File: src/include/crc_mon_pkg.sv
// Constants shared by the link integrity monitor: map, fields, resets, timing.
package crc_mon_pkg;

  // ****************************************************************
  // Sizes
  // ****************************************************************
  localparam int CHANNELS = 2;
  localparam int COUNT_WIDTH = 16;
  localparam int ADDR_WIDTH = 8;
  localparam int DATA_WIDTH = 32;

  // ****************************************************************
  // Register map, byte addresses
  // ****************************************************************
  localparam logic [7:0] CTRL_ADDR = 8'h00;
  localparam logic [7:0] STATUS_ADDR = 8'h04;
  localparam logic [7:0] MASK_ADDR = 8'h08;
  // Channel c occupies 0x10*(c+1) .. 0x10*(c+1)+0x0C.
  localparam logic [1:0] FIELD_THRESHOLD = 2'h0;
  localparam logic [1:0] FIELD_WINDOW = 2'h1;
  localparam logic [1:0] FIELD_FAIL = 2'h2;
  localparam logic [1:0] FIELD_TOTAL = 2'h3;

  // Control bits.
  localparam int CTRL_RELAY_BIT = 0;
  localparam int CTRL_RATE_BIT = 1;

  // ****************************************************************
  // Reset values and CRC constants
  // ****************************************************************
  localparam logic [15:0] THRESHOLD_RST = 16'h000A;
  localparam logic [15:0] WINDOW_RST = 16'h0258;
  localparam logic [31:0] CRC_INIT = 32'hFFFFFFFF;
  localparam logic [31:0] CRC_POLY = 32'hEDB88320;
  localparam logic [31:0] CRC_RESIDUE = 32'hDEBB20E3;

  // ****************************************************************
  // Timing
  // ****************************************************************
  localparam int CLOCK_HZ = 40_000_000;
  localparam int INTEGRITY_MS_64K = 1000;
  localparam int INTEGRITY_MS_128K = 500;
  localparam int INTEGRITY_CYCLES_64K = CLOCK_HZ / 1000 * INTEGRITY_MS_64K;
  localparam int INTEGRITY_CYCLES_128K = CLOCK_HZ / 1000 * INTEGRITY_MS_128K;
  localparam int TIMER_WIDTH = 26;
  // Relay latency through the block in clock cycles.
  localparam int RELAY_LATENCY = 1;

endpackage

File: src/core/link_crc_error_rate_monitor.sv
// Per-channel message integrity monitor with relay and integrity beacon.
// How it works
// - Check each message with 32-bit CRC.
// - Count every received message per channel.
// - Separately count messages failing the check.
// - Raise alarm when failures reach threshold.
// - Window full clears both counters together.
// - Thresholds, windows and counters kept per channel; relay and rate shared.
// - Failure count readable as channel status.
// - Latency per hop fixed and small.
// - Middle device relays when configured.
// - Send both ways; surviving ring still delivers.
// - Periodic integrity message without output change.
module link_crc_error_rate_monitor #(
  parameter int CHANNEL_COUNT = crc_mon_pkg::CHANNELS,
  parameter int CW = crc_mon_pkg::COUNT_WIDTH,
  parameter int PERIOD_64K = crc_mon_pkg::INTEGRITY_CYCLES_64K,
  parameter int PERIOD_128K = crc_mon_pkg::INTEGRITY_CYCLES_128K
) (
  input wire logic clock_in,
  input wire logic reset_n_in,
  input wire logic [crc_mon_pkg::ADDR_WIDTH-1:0] reg_addr_in,
  input wire logic [crc_mon_pkg::DATA_WIDTH-1:0] reg_wdata_in,
  input wire logic reg_write_in,
  input wire logic reg_read_in,
  output logic [crc_mon_pkg::DATA_WIDTH-1:0] reg_rdata_out,
  input wire logic [CHANNEL_COUNT-1:0] rx_valid_in,
  input wire logic [CHANNEL_COUNT*8-1:0] rx_data_in,
  input wire logic [CHANNEL_COUNT-1:0] rx_last_in,
  input wire logic local_valid_in,
  input wire logic [7:0] local_data_in,
  input wire logic local_last_in,
  output logic [CHANNEL_COUNT-1:0] tx_valid_out,
  output logic [CHANNEL_COUNT*8-1:0] tx_data_out,
  output logic [CHANNEL_COUNT-1:0] tx_last_out,
  output logic integrity_req_out,
  output logic [CHANNEL_COUNT-1:0] channel_integrity_alarm_out,
  output logic irq_out
);

  localparam int TW = crc_mon_pkg::TIMER_WIDTH;
  localparam int SW = 2 * CHANNEL_COUNT;

  // ****************************************************************
  // State
  // ****************************************************************
  typedef struct packed {
    logic relay_en;
    logic rate_128k;
    logic [CHANNEL_COUNT-1:0][CW-1:0] fail_count_threshold;
    logic [CHANNEL_COUNT-1:0][CW-1:0] window_message_total;
    logic [CHANNEL_COUNT-1:0][CW-1:0] fail_count;
    logic [CHANNEL_COUNT-1:0][CW-1:0] total_count;
    logic [CHANNEL_COUNT-1:0] alarm;
    logic [CHANNEL_COUNT-1:0][31:0] crc;
    logic [SW-1:0] status;
    logic [SW-1:0] mask;
    logic irq;
    logic [crc_mon_pkg::DATA_WIDTH-1:0] rdata;
    logic [TW-1:0] timer;
    logic integ;
    logic [CHANNEL_COUNT-1:0] tx_valid;
    logic [CHANNEL_COUNT-1:0] tx_last;
    logic [CHANNEL_COUNT-1:0][7:0] tx_data;
  } state_s;

  state_s s_r;
  state_s s_nxt;

  // ****************************************************************
  // Helpers
  // ****************************************************************
  // Reflected CRC-32, one byte per clock, LSB first.
  function automatic logic [31:0] crc_byte(input logic [31:0] c, input logic [7:0] d);
    logic [31:0] r;
    r = c ^ {24'h000000, d};
    for (int b = 0; b < 8; b++)
    begin
      r = r[0] ? ((r >> 1) ^ crc_mon_pkg::CRC_POLY) : (r >> 1);
    end
    return r;
  endfunction

  // Returns one-hot channel select from a register address, zero if not a channel slot.
  function automatic logic [CHANNEL_COUNT-1:0] chan_hit(input logic [7:0] a);
    logic [CHANNEL_COUNT-1:0] h;
    h = '0;
    for (int c = 0; c < CHANNEL_COUNT; c++)
    begin
      if (a[7:4] == 4'(c + 1) && a[1:0] == 2'h0)
      begin
        h[c] = 1'b1;
      end
    end
    return h;
  endfunction

  function automatic logic [31:0] widen(input logic [CW-1:0] v);
    return {{(32 - CW){1'b0}}, v};
  endfunction

  localparam logic [TW-1:0] P64 = TW'(PERIOD_64K - 1);
  localparam logic [TW-1:0] P128 = TW'(PERIOD_128K - 1);

  // ****************************************************************
  // Next state
  // ****************************************************************
  always_comb
  begin
    logic [31:0] crc_n;
    logic [CW-1:0] tot_n;
    logic [CW-1:0] fail_n;
    logic [SW-1:0] events;
    logic [CHANNEL_COUNT-1:0] wr_hit;
    logic [CHANNEL_COUNT-1:0] rd_hit;
    logic [TW-1:0] period;
    int o;
    crc_n = '0;
    tot_n = '0;
    fail_n = '0;
    events = '0;
    wr_hit = chan_hit(reg_addr_in);
    rd_hit = wr_hit;
    period = '0;
    o = 0;
    s_nxt = s_r;
    s_nxt.integ = 1'b0;
    s_nxt.rdata = '0;

    // Receive side: one independent monitor per channel.
    for (int c = 0; c < CHANNEL_COUNT; c++)
    begin
      if (rx_valid_in[c])
      begin
        crc_n = crc_byte(s_r.crc[c], rx_data_in[c*8 +: 8]);
        s_nxt.crc[c] = crc_n;
        if (rx_last_in[c])
        begin
          s_nxt.crc[c] = crc_mon_pkg::CRC_INIT;
          tot_n = s_r.total_count[c] + 1'b1;
          fail_n = s_r.fail_count[c] + CW'(crc_n != crc_mon_pkg::CRC_RESIDUE);
          if (tot_n >= s_r.window_message_total[c])
          begin
            // The message that fills the window only restarts it.
            s_nxt.total_count[c] = '0;
            s_nxt.fail_count[c] = '0;
            s_nxt.alarm[c] = 1'b0;
            events[CHANNEL_COUNT + c] = 1'b1;
          end
          else
          begin
            s_nxt.total_count[c] = tot_n;
            s_nxt.fail_count[c] = fail_n;
            if (s_r.fail_count_threshold[c] != '0 && fail_n >= s_r.fail_count_threshold[c])
            begin
              // Held to window end; no acknowledge path exists here.
              s_nxt.alarm[c] = 1'b1;
              events[c] = !s_r.alarm[c];
            end
          end
        end
      end
    end

    // Transmit side. Local messages go out on every channel at once so
    // that a dual ring carries them both ways round.
    for (int c = 0; c < CHANNEL_COUNT; c++)
    begin
      o = (c + 1) % CHANNEL_COUNT;
      s_nxt.tx_valid[c] = 1'b0;
      s_nxt.tx_last[c] = 1'b0;
      s_nxt.tx_data[c] = '0;
      if (local_valid_in)
      begin
        s_nxt.tx_valid[c] = 1'b1;
        s_nxt.tx_last[c] = local_last_in;
        s_nxt.tx_data[c] = local_data_in;
      end
      else if (s_r.relay_en && rx_valid_in[o])
      begin
        // Cut-through relay: a fixed single register stage per hop.
        s_nxt.tx_valid[c] = 1'b1;
        s_nxt.tx_last[c] = rx_last_in[o];
        s_nxt.tx_data[c] = rx_data_in[o*8 +: 8];
      end
    end

    // Integrity beacon, restarted by any local message end.
    period = s_r.rate_128k ? P128 : P64;
    if (local_valid_in && local_last_in)
    begin
      s_nxt.timer = '0;
    end
    else if (s_r.timer >= period)
    begin
      s_nxt.timer = '0;
      s_nxt.integ = 1'b1;
    end
    else
    begin
      s_nxt.timer = s_r.timer + 1'b1;
    end

    // Register writes.
    if (reg_write_in)
    begin
      case (reg_addr_in)
        crc_mon_pkg::CTRL_ADDR:
        begin
          s_nxt.relay_en = reg_wdata_in[crc_mon_pkg::CTRL_RELAY_BIT];
          s_nxt.rate_128k = reg_wdata_in[crc_mon_pkg::CTRL_RATE_BIT];
        end
        crc_mon_pkg::STATUS_ADDR:
        begin
          s_nxt.status = s_r.status & ~reg_wdata_in[SW-1:0];
        end
        crc_mon_pkg::MASK_ADDR:
        begin
          s_nxt.mask = reg_wdata_in[SW-1:0];
        end
        default:
        begin
          for (int c = 0; c < CHANNEL_COUNT; c++)
          begin
            if (wr_hit[c] && reg_addr_in[3:2] == crc_mon_pkg::FIELD_THRESHOLD)
            begin
              s_nxt.fail_count_threshold[c] = reg_wdata_in[CW-1:0];
            end
            if (wr_hit[c] && reg_addr_in[3:2] == crc_mon_pkg::FIELD_WINDOW)
            begin
              s_nxt.window_message_total[c] = reg_wdata_in[CW-1:0];
            end
          end
        end
      endcase
    end
    // A new event wins over a clear in the same cycle.
    s_nxt.status = s_nxt.status | events;
    s_nxt.irq = |(s_nxt.status & s_nxt.mask);

    // Register reads, answered on the next cycle.
    if (reg_read_in)
    begin
      case (reg_addr_in)
        crc_mon_pkg::CTRL_ADDR:
        begin
          s_nxt.rdata[crc_mon_pkg::CTRL_RELAY_BIT] = s_r.relay_en;
          s_nxt.rdata[crc_mon_pkg::CTRL_RATE_BIT] = s_r.rate_128k;
        end
        crc_mon_pkg::STATUS_ADDR:
        begin
          s_nxt.rdata[SW-1:0] = s_r.status;
        end
        crc_mon_pkg::MASK_ADDR:
        begin
          s_nxt.rdata[SW-1:0] = s_r.mask;
        end
        default:
        begin
          for (int c = 0; c < CHANNEL_COUNT; c++)
          begin
            if (rd_hit[c])
            begin
              case (reg_addr_in[3:2])
                crc_mon_pkg::FIELD_THRESHOLD: s_nxt.rdata = widen(s_r.fail_count_threshold[c]);
                crc_mon_pkg::FIELD_WINDOW: s_nxt.rdata = widen(s_r.window_message_total[c]);
                crc_mon_pkg::FIELD_FAIL: s_nxt.rdata = widen(s_r.fail_count[c]);
                default: s_nxt.rdata = widen(s_r.total_count[c]);
              endcase
            end
          end
        end
      endcase
    end
  end

  // ****************************************************************
  // Registers
  // ****************************************************************
  always_ff @(posedge clock_in)
  begin
    if (!reset_n_in)
    begin
      s_r <= '0;
      s_r.fail_count_threshold <= {CHANNEL_COUNT{CW'(crc_mon_pkg::THRESHOLD_RST)}};
      s_r.window_message_total <= {CHANNEL_COUNT{CW'(crc_mon_pkg::WINDOW_RST)}};
      s_r.crc <= {CHANNEL_COUNT{crc_mon_pkg::CRC_INIT}};
    end
    else
    begin
      s_r <= s_nxt;
    end
  end

  // ****************************************************************
  // Outputs
  // ****************************************************************
  assign reg_rdata_out = s_r.rdata;
  assign tx_valid_out = s_r.tx_valid;
  assign tx_data_out = s_r.tx_data;
  assign tx_last_out = s_r.tx_last;
  assign integrity_req_out = s_r.integ;
  assign channel_integrity_alarm_out = s_r.alarm;
  assign irq_out = s_r.irq;

endmodule

File: config.mk
export PLATFORM = sky130hd
export DESIGN_NAME = link_crc_error_rate_monitor
export DESIGN_NICKNAME = d
export VERILOG_FILES = /design/src/include/crc_mon_pkg.sv /design/src/core/link_crc_error_rate_monitor.sv
export SDC_FILE = /design/constraint.sdc
export NUM_CORES = 1
export LEC_CHECK = 0
export ABC_CLOCK_PERIOD_IN_PS = 6100
export CAP_MARGIN = 25
export CORE_UTILIZATION = 45
export CTS_CLUSTER_SIZE = 40
export DETAILED_ROUTE_END_ITERATION = 8
export DONT_BUFFER_PORTS = 1
export GPL_ROUTABILITY_DRIVEN = 0
export SYNTH_ARGS = -nofsm -noshare
export SYNTH_HDL_FRONTEND = slang
export SYNTH_SLANG_ARGS = --single-unit
File: constraint.sdc
create_clock -name clock_in -period 6.1 [get_ports clock_in]
set_clock_uncertainty 0.2 [all_clocks]
set_input_delay 1.525 -clock clock_in [delete_from_list [all_inputs] [get_ports clock_in]]
set_output_delay 1.525 -clock clock_in [all_outputs]
set_load 0.03 [all_outputs]
# --- After elaboration in Yosys (flattened, before gate mapping) ---
# Cells that the tools add are included.
classes:
  shift: 0
  div: 0
  n_mul: 0
  add_sub_neg: 5
  reduce_logical: 35
  eq_ne: 8
  n_mux: 65
  n_lt_le_gt_ge: 5
  n_bitwise: 25
ops:
  columns: ["operator", "n"]
  rows:
  - ["two-way mux 32 bit", 19]
  - ["inverter 13 -> 14 bit", 16]
  - ["one-hot mux 16 bit (3 select lines)", 2]
  - ["two-way mux 16 bit", 5]
  - [">= comparator 16 bit", 4]
  - ["inequality test 32 bit, second input constant", 2]
  - ["bitwise XOR 32 x 8 -> 32 bit", 2]
  - ["two-way mux 8 bit", 5]
  - ["adder 16 x 1 -> 16 bit", 2]
  - ["adder 16 x 1 -> 16 bit, second input constant", 2]
  - ["nonzero test 16 bit", 2]
  - ["two-way mux 1 bit", 29]
  - ["adder 26 x 1 -> 26 bit, second input constant", 1]
  - [">= comparator 26 bit", 1]
  - ["two-way mux 26 bit", 1]
  - ["AND reduction 3 bit", 6]
  - ["one-hot mux 2 bit (3 select lines)", 2]
  - ["logical AND 1 bit", 11]
  - ["AND 4 bit", 2]
  - ["equality test 8 x 3 -> 1 bit, second input constant", 1]
  - ["equality test 8 x 4 -> 1 bit, second input constant", 1]
  - ["zero test 8 bit", 1]
  - ["two-way mux 4 bit", 2]
  - ["AND reduction 2 bit", 4]
  - ["other kinds (14)", 20]
word_totals:
  mem_bits_rw: 0
  memories: 0
  latchBits: 0
  mem_bits_ro: 0
  regBits: 284
  out_inout_bits: 56
  input_bits: 74
  elab_cells: 168

# --- Longest topological paths before layout ---
logic_depth:
  depth_word: 28
  depth_mapped: 25
  ltp_nobuf: 23

# --- Worst setup path before layout ---
# OpenSTA, ideal clock, no wires.
synth_timing:
  path_type: "input port to flip-flop"
  from: "input port rx_data_in[9]"
  to: "register s_r[85] (netlist bit)"
  required_time_ns: 5.785
  path_slack_ns: -0.226
  path_buffers: 2
  cell_stages: 23
  setup_ns: 0.115
  t_arrival_ns: 6.012
  cell_sequence: "xnor2_4 xnor2_4 xnor3_2 or3_1 a2111oi_2 o2111ai_1 ha_1 ha_1 and3_1 and3_1 clkbuf_1 and3_1 clkbuf_1 nand3_1 xnor2_1 ha_1 a21o_1 a21o_1 a21oi_1 o21ai_0 a21oi_1 and3b_1 o21a_1"
synth_via:
  elab_chain_cells: 22
  word_cells_on_any_way: 24
  classes_between: "add/sub (1); order compare (1); eq/ne (1); mux (12); bitwise (8); reduce/logical (1)"
synth_lines:
  columns: ["element", "line", "source"]
  rows:
  - ["start: declaration", "link_crc_error_rate_monitor.sv:28", "input wire logic [CHANNEL_COUNT*8-1:0] rx_data_in,"]
  - ["bitwise XOR 32 x 8 -> 32 bit (*)", "link_crc_error_rate_monitor.sv:76", "r = c ^ {24'h000000, d};"]
  - ["two-way mux 32 bit (*) (2 in series)", "link_crc_error_rate_monitor.sv:79", "r = r[0] ? ((r >> 1) ^ crc_mon_pkg::CRC_POLY) : (r >> 1);"]
  - ["inverter 13 -> 14 bit (no source line) or two-way mux 32 bit (tied branches)", null, null]
  - ["two-way mux 32 bit (*) (2 in series)", "link_crc_error_rate_monitor.sv:79", null]
  - ["inverter 13 -> 14 bit (no source line) or two-way mux 32 bit (tied branches)", null, null]
  - ["two-way mux 32 bit (*)", "link_crc_error_rate_monitor.sv:79", null]
  - ["inverter 13 -> 14 bit (no source line) or two-way mux 32 bit (tied branches)", null, null]
  - ["two-way mux 32 bit (*)", "link_crc_error_rate_monitor.sv:79", null]
  - ["(+4 left out)", null, null]
  - ["adder 16 x 1 -> 16 bit (*)", "link_crc_error_rate_monitor.sv:141", "fail_n = s_r.fail_count[c] + CW'(crc_n != crc_mon_pkg::CRC_RESIDUE);"]
  - [">= comparator 16 bit (*)", "link_crc_error_rate_monitor.sv:154", "if (s_r.fail_count_threshold[c] != '0 && fail_n >= s_r.fail_count_threshold[c])"]
  - ["logical AND 1 bit (*)", "link_crc_error_rate_monitor.sv:154", null]
  - ["two-way mux 1 bit (*)", "link_crc_error_rate_monitor.sv:154", null]
  - ["two-way mux 1 bit (*)", "link_crc_error_rate_monitor.sv:142", "if (tot_n >= s_r.window_message_total[c])"]
  - ["two-way mux 1 bit (*)", "link_crc_error_rate_monitor.sv:137", "if (rx_last_in[c])"]
  - ["two-way mux 1 bit (*)", "link_crc_error_rate_monitor.sv:133", "if (rx_valid_in[c])"]
  - ["bitwise OR 4 bit (*)", "link_crc_error_rate_monitor.sv:238", "s_nxt.status = s_nxt.status | events;"]
  - ["end signal: assignment", "link_crc_error_rate_monitor.sv:291", "s_r <= s_nxt;"]
  - ["end: declaration", "link_crc_error_rate_monitor.sv:67", "state_s s_r;"]
# Mark *: on every way between the ends. The rest lies on a longest branch, timed or not.
# A chain may end at the register's enable or synchronous reset.

# --- Worst setup path after layout ---
layout_timing:
  from: "input port rx_data_in[1]"
  to: "register s_r (netlist bit irq_out)"
layout_via:
  elab_chain_cells: 24
  word_cells_on_any_way: 26
  classes_between: "add/sub (1); order compare (1); eq/ne (1); mux (12); bitwise (9); reduce/logical (2)"
layout_lines:
  columns: ["element", "line", "source"]
  rows:
  - ["bitwise XOR 32 x 8 -> 32 bit (*)", "link_crc_error_rate_monitor.sv:76", null]
  - ["two-way mux 32 bit (*) (2 in series)", "link_crc_error_rate_monitor.sv:79", null]
  - ["inverter 13 -> 14 bit (no source line) or two-way mux 32 bit (tied branches)", null, null]
  - ["two-way mux 32 bit (*) (2 in series)", "link_crc_error_rate_monitor.sv:79", null]
  - ["inverter 13 -> 14 bit (no source line) or two-way mux 32 bit (tied branches)", null, null]
  - ["two-way mux 32 bit (*)", "link_crc_error_rate_monitor.sv:79", null]
  - ["inverter 13 -> 14 bit (no source line) or two-way mux 32 bit (tied branches)", null, null]
  - ["two-way mux 32 bit (*)", "link_crc_error_rate_monitor.sv:79", null]
  - ["(+6 left out)", null, null]
  - ["logical AND 1 bit (*)", "link_crc_error_rate_monitor.sv:154", null]
  - ["two-way mux 1 bit (*)", "link_crc_error_rate_monitor.sv:154", null]
  - ["two-way mux 1 bit (*)", "link_crc_error_rate_monitor.sv:142", null]
  - ["two-way mux 1 bit (*)", "link_crc_error_rate_monitor.sv:137", null]
  - ["two-way mux 1 bit (*)", "link_crc_error_rate_monitor.sv:133", null]
  - ["bitwise OR 4 bit (*)", "link_crc_error_rate_monitor.sv:238", null]
  - ["AND 4 bit (*)", "link_crc_error_rate_monitor.sv:239", "s_nxt.irq = |(s_nxt.status & s_nxt.mask);"]
  - ["OR reduction 4 bit (*)", "link_crc_error_rate_monitor.sv:239", null]
# Marked as above.

==> impl_metrics.toml <==
[critical_path]
crit_start = "rx_data_in[1]"
timing.rr.end = "irq_out$_SDFF_PN0_"
worstRegToRegCells = 22
worstPathRequired_ns = 6.34
r2r-start = "s_r[89]$_SDFFE_PN1P_"
worstSetupEndpointType = "flop"
critical_path_class = "in2reg"
r2r_slack_ns = 0.91
cp_max_fo = 6
worst_setup_path_start_kind = "primary input"
arrival_ns = 5.97

[floorplan]
die_w_um = 191
dieArea_um2 = 36600
die_y_um = 191
core_area_um2 = 34900
initial_core_util_pct = 46.2
ios = 130
row_count = 68

[sta]
drv_slew = 0
hold_viol = 0
fin_crit_sh_pct = 94.0
setup_violations = 0
worst_pin_slew_ns = 1.01
rsz0062_at_grt = "no"
period_needed_ns = 5.73
holdWs_ns = 0.242
clock.fmax_mhz = 174
slew_headroom_pct = 32.7

[pwr]
power_frac_clock_pct = 28.3
total_power_mw = 6.23
p_per_area_nw_per_um2 = 348
p_comb_share_pct = 38.9
switchingPower_mw = 2.00
seq_power_share_pct = 32.8
p_int_mw = 4.24
p_leak_nw = 6.95
irDropWorstVdd_uv = 278
sw_frac_of_total_pct = 32.0

[grt]
grt_pass1_vias = 12288
grt_max_degree = 181
grt_pass1_wl_um = 66400
use_met1_pct = 31.4
grt-ovfl-total = 0
use_met3_pct = 3.05
met2_usage_pct = 37.1
grt.busiest_layer = "met2"
grt_usage_pct = 22.8
antenna_found_initial = 0

[hold_path]
holdPathEnd = "s_r[21]$_SDFF_PP0_"
min-delay-start = "s_r[21]$_SDFF_PP0_"
hold_depth = 1
hold_class = "reg2reg"

[yosys]
synth_area_leaders = "dfxtp_1 (33%), nand2_1 (7.5%), xnor2_1 (6.8%)"
yosys.area.top_type = "dfxtp_1"
ys_seq_area_share_pct = 33.3
synth.distinct_cells = 67
synthArstFlopShare_pct = 0
syn_area_um2 = 16100
syn_area_per_cell_um2 = 8.66
synth_edf_count = 0
yosysTopAreaCellShare_pct = 33.3
synth_warnings = 0
dominantRegCellSynth = "dfxtp_1"
ys_ff_latch = 268
postSynthCellCount = 1862

[placed_design]
io_buffer_count = 0
place_area_um2 = 16900
dp_hpwl_um = 29500

[layout]
area_delta_synth_final_pct = 10.9
drive_gt1_share_pct = 12.1
final_area_um2 = 17900
fill_cells = 3304
n_antenna_cell = 0
fin_nets = 2018

[cts]
cts_max_level = 1
clock_sinks = 268
cts.clk_slew.worst_paths_ns = 0.06
hold_buffers = 0
cts_tree = "yes"
insertion_delay_ns = 0.57
numCtsBuffers = 31
post_cts_buffers = 0
ctsRootBufferMaster = "clkbuf_16"
cts.path.max_buffers = 3

[detailed_routing]
ant_nets = 0
drt_iter0_markers = 741
drcViolationCount = 0
dr.pass1.iters = 5
vias_per_cell = 5.45
wl_per_cell_um = 17.7
vias = 12736
drt_wl_total_um = 41400

[status]
status = "finished, final reports clean"

[flow_run]
maxCapViolations = 0
## Yosys cell counts, drive strengths merged (32+ instances only)
cell	number
a21boi	97
buf	71
o21ai	89
xor2	82
ha	84
dfxtp	268
inv	77
nor2	87
xnor2	141
nand3	54
mux4	32
nor3	35
clkbuf	76
nand2	324
## critical path, stage by stage
cell	delay (ns)
xor2_4	0.17
xnor2_1	0.48
xor2_1	0.23
xnor2_1	0.16
nor3b_1	0.21
o2111a_1	0.22
nand4_1	0.14
ha_1	0.27
ha_1	0.20
and3_1	0.20
and3_1	0.20
and3_4	0.17
and3_1	0.21
nand3_1	0.10
xnor2_1	0.15
ha_1	0.29
a21o_1	0.17
a21o_1	0.18
a211oi_1	0.21
a21oi_1	0.19
nand4b_1	0.17
nand4_1	0.11
## worst max path at each step
| stage | end | cells after the start |
|---|---|---|
| finish | irq_out$_SDFF_PN0_ | 22 |
| global route | irq_out$_SDFF_PN0_ | 22 |
| CTS | irq_out$_SDFF_PN0_ | 22 |
| detailed placement | irq_out$_SDFF_PN0_ | 22 |
| global placement | irq_out$_SDFF_PN0_ | 22 |
| floorplan | s_r[85]$_SDFF_PN0_ | 22 |
## metrics by stage
step	worst slack (ns)	util, %	setup TNS (ns)	cells
2_1_floorplan	-0.0999	-	-0.156	1877
3_3_place_gp	-0.234	48.5	-0.629	2282
3_5_place_dp	-0.277	48.5	-0.812	2282
4_1_cts	0.312	51.2	0	2335
5_1_grt	0.0126	51.3	0	2335
6_report	0.369	51.3	0	2335
## kinds of logic after synthesis
logic type,share of synthesized area [%]
and+or+nand+nor,19.3
buffers and inverters,6.49
muxes,5.84
adders and majority gates,6.52
xor gates and xnor gates,13.7
other,0.0233
AOI/OAI and AO/OA,14.8
DFF,33.3
## power by group through the flow
| stage | clock [mW] | combinational [mW] | sequential, mW |
|---|---|---|---|
| after floorplan | 0 | 1.69 | 2.03 |
| after global placement | 0 | 2.40 | 2.07 |
| after detailed placement | 0 | 2.42 | 2.08 |
| after CTS | 1.81 | 2.43 | 2.04 |
| after global routing | 1.88 | 2.67 | 2.06 |
| final | 1.77 | 2.43 | 2.04 |
## routing by layer
layer  share of wire [%]  vias to the layer above
met5                   0                        -
met4                 2.7                        0
met3                 4.8                       68
met2                  45                      254
met1                  47                     6028
li1                    -                     6386
## cell usage in the layout, fill, tap and decap left out, types with 52 or more instances in the layout
cell      instances
dfxtp_1         268
nand3_1          52
inv_1            77
a21boi_0         87
nor2_1           87
xnor2_1         119
buf_4            97
o21ai_0          88
nand2_1         324
ha_1             81
xor2_1           76
## sequential cells by signal, indices dropped and copies added, names as in the netlist
name and count:
channel_integrity_alarm_out 2, integrity_req_out 1, irq_out 1, reg_rdata_out 16, s_r 228, tx_data_out 16, tx_last_out 2, tx_valid_out 2
## cell type report
class / count / area (µm²) / area share [%]
clock buffer: 47 / 926 / 5.17
sequential: 268 / 5370 / 30.0
multi-input combinational: 1385 / 9980 / 55.8
clock inverter: 6 / 33.8 / 0.189
tap: 455 / 569 / 3.18
timing repair buffer: 97 / 728 / 4.07
inverter: 77 / 289 / 1.62
## timing repair
item / in CTS / in global routing
endpoints found under the setup margin: 0 / 2
hold endpoints to repair: 0 / 0
gates resized for setup: 0 / 3
(Power assumes the default switching activity.)
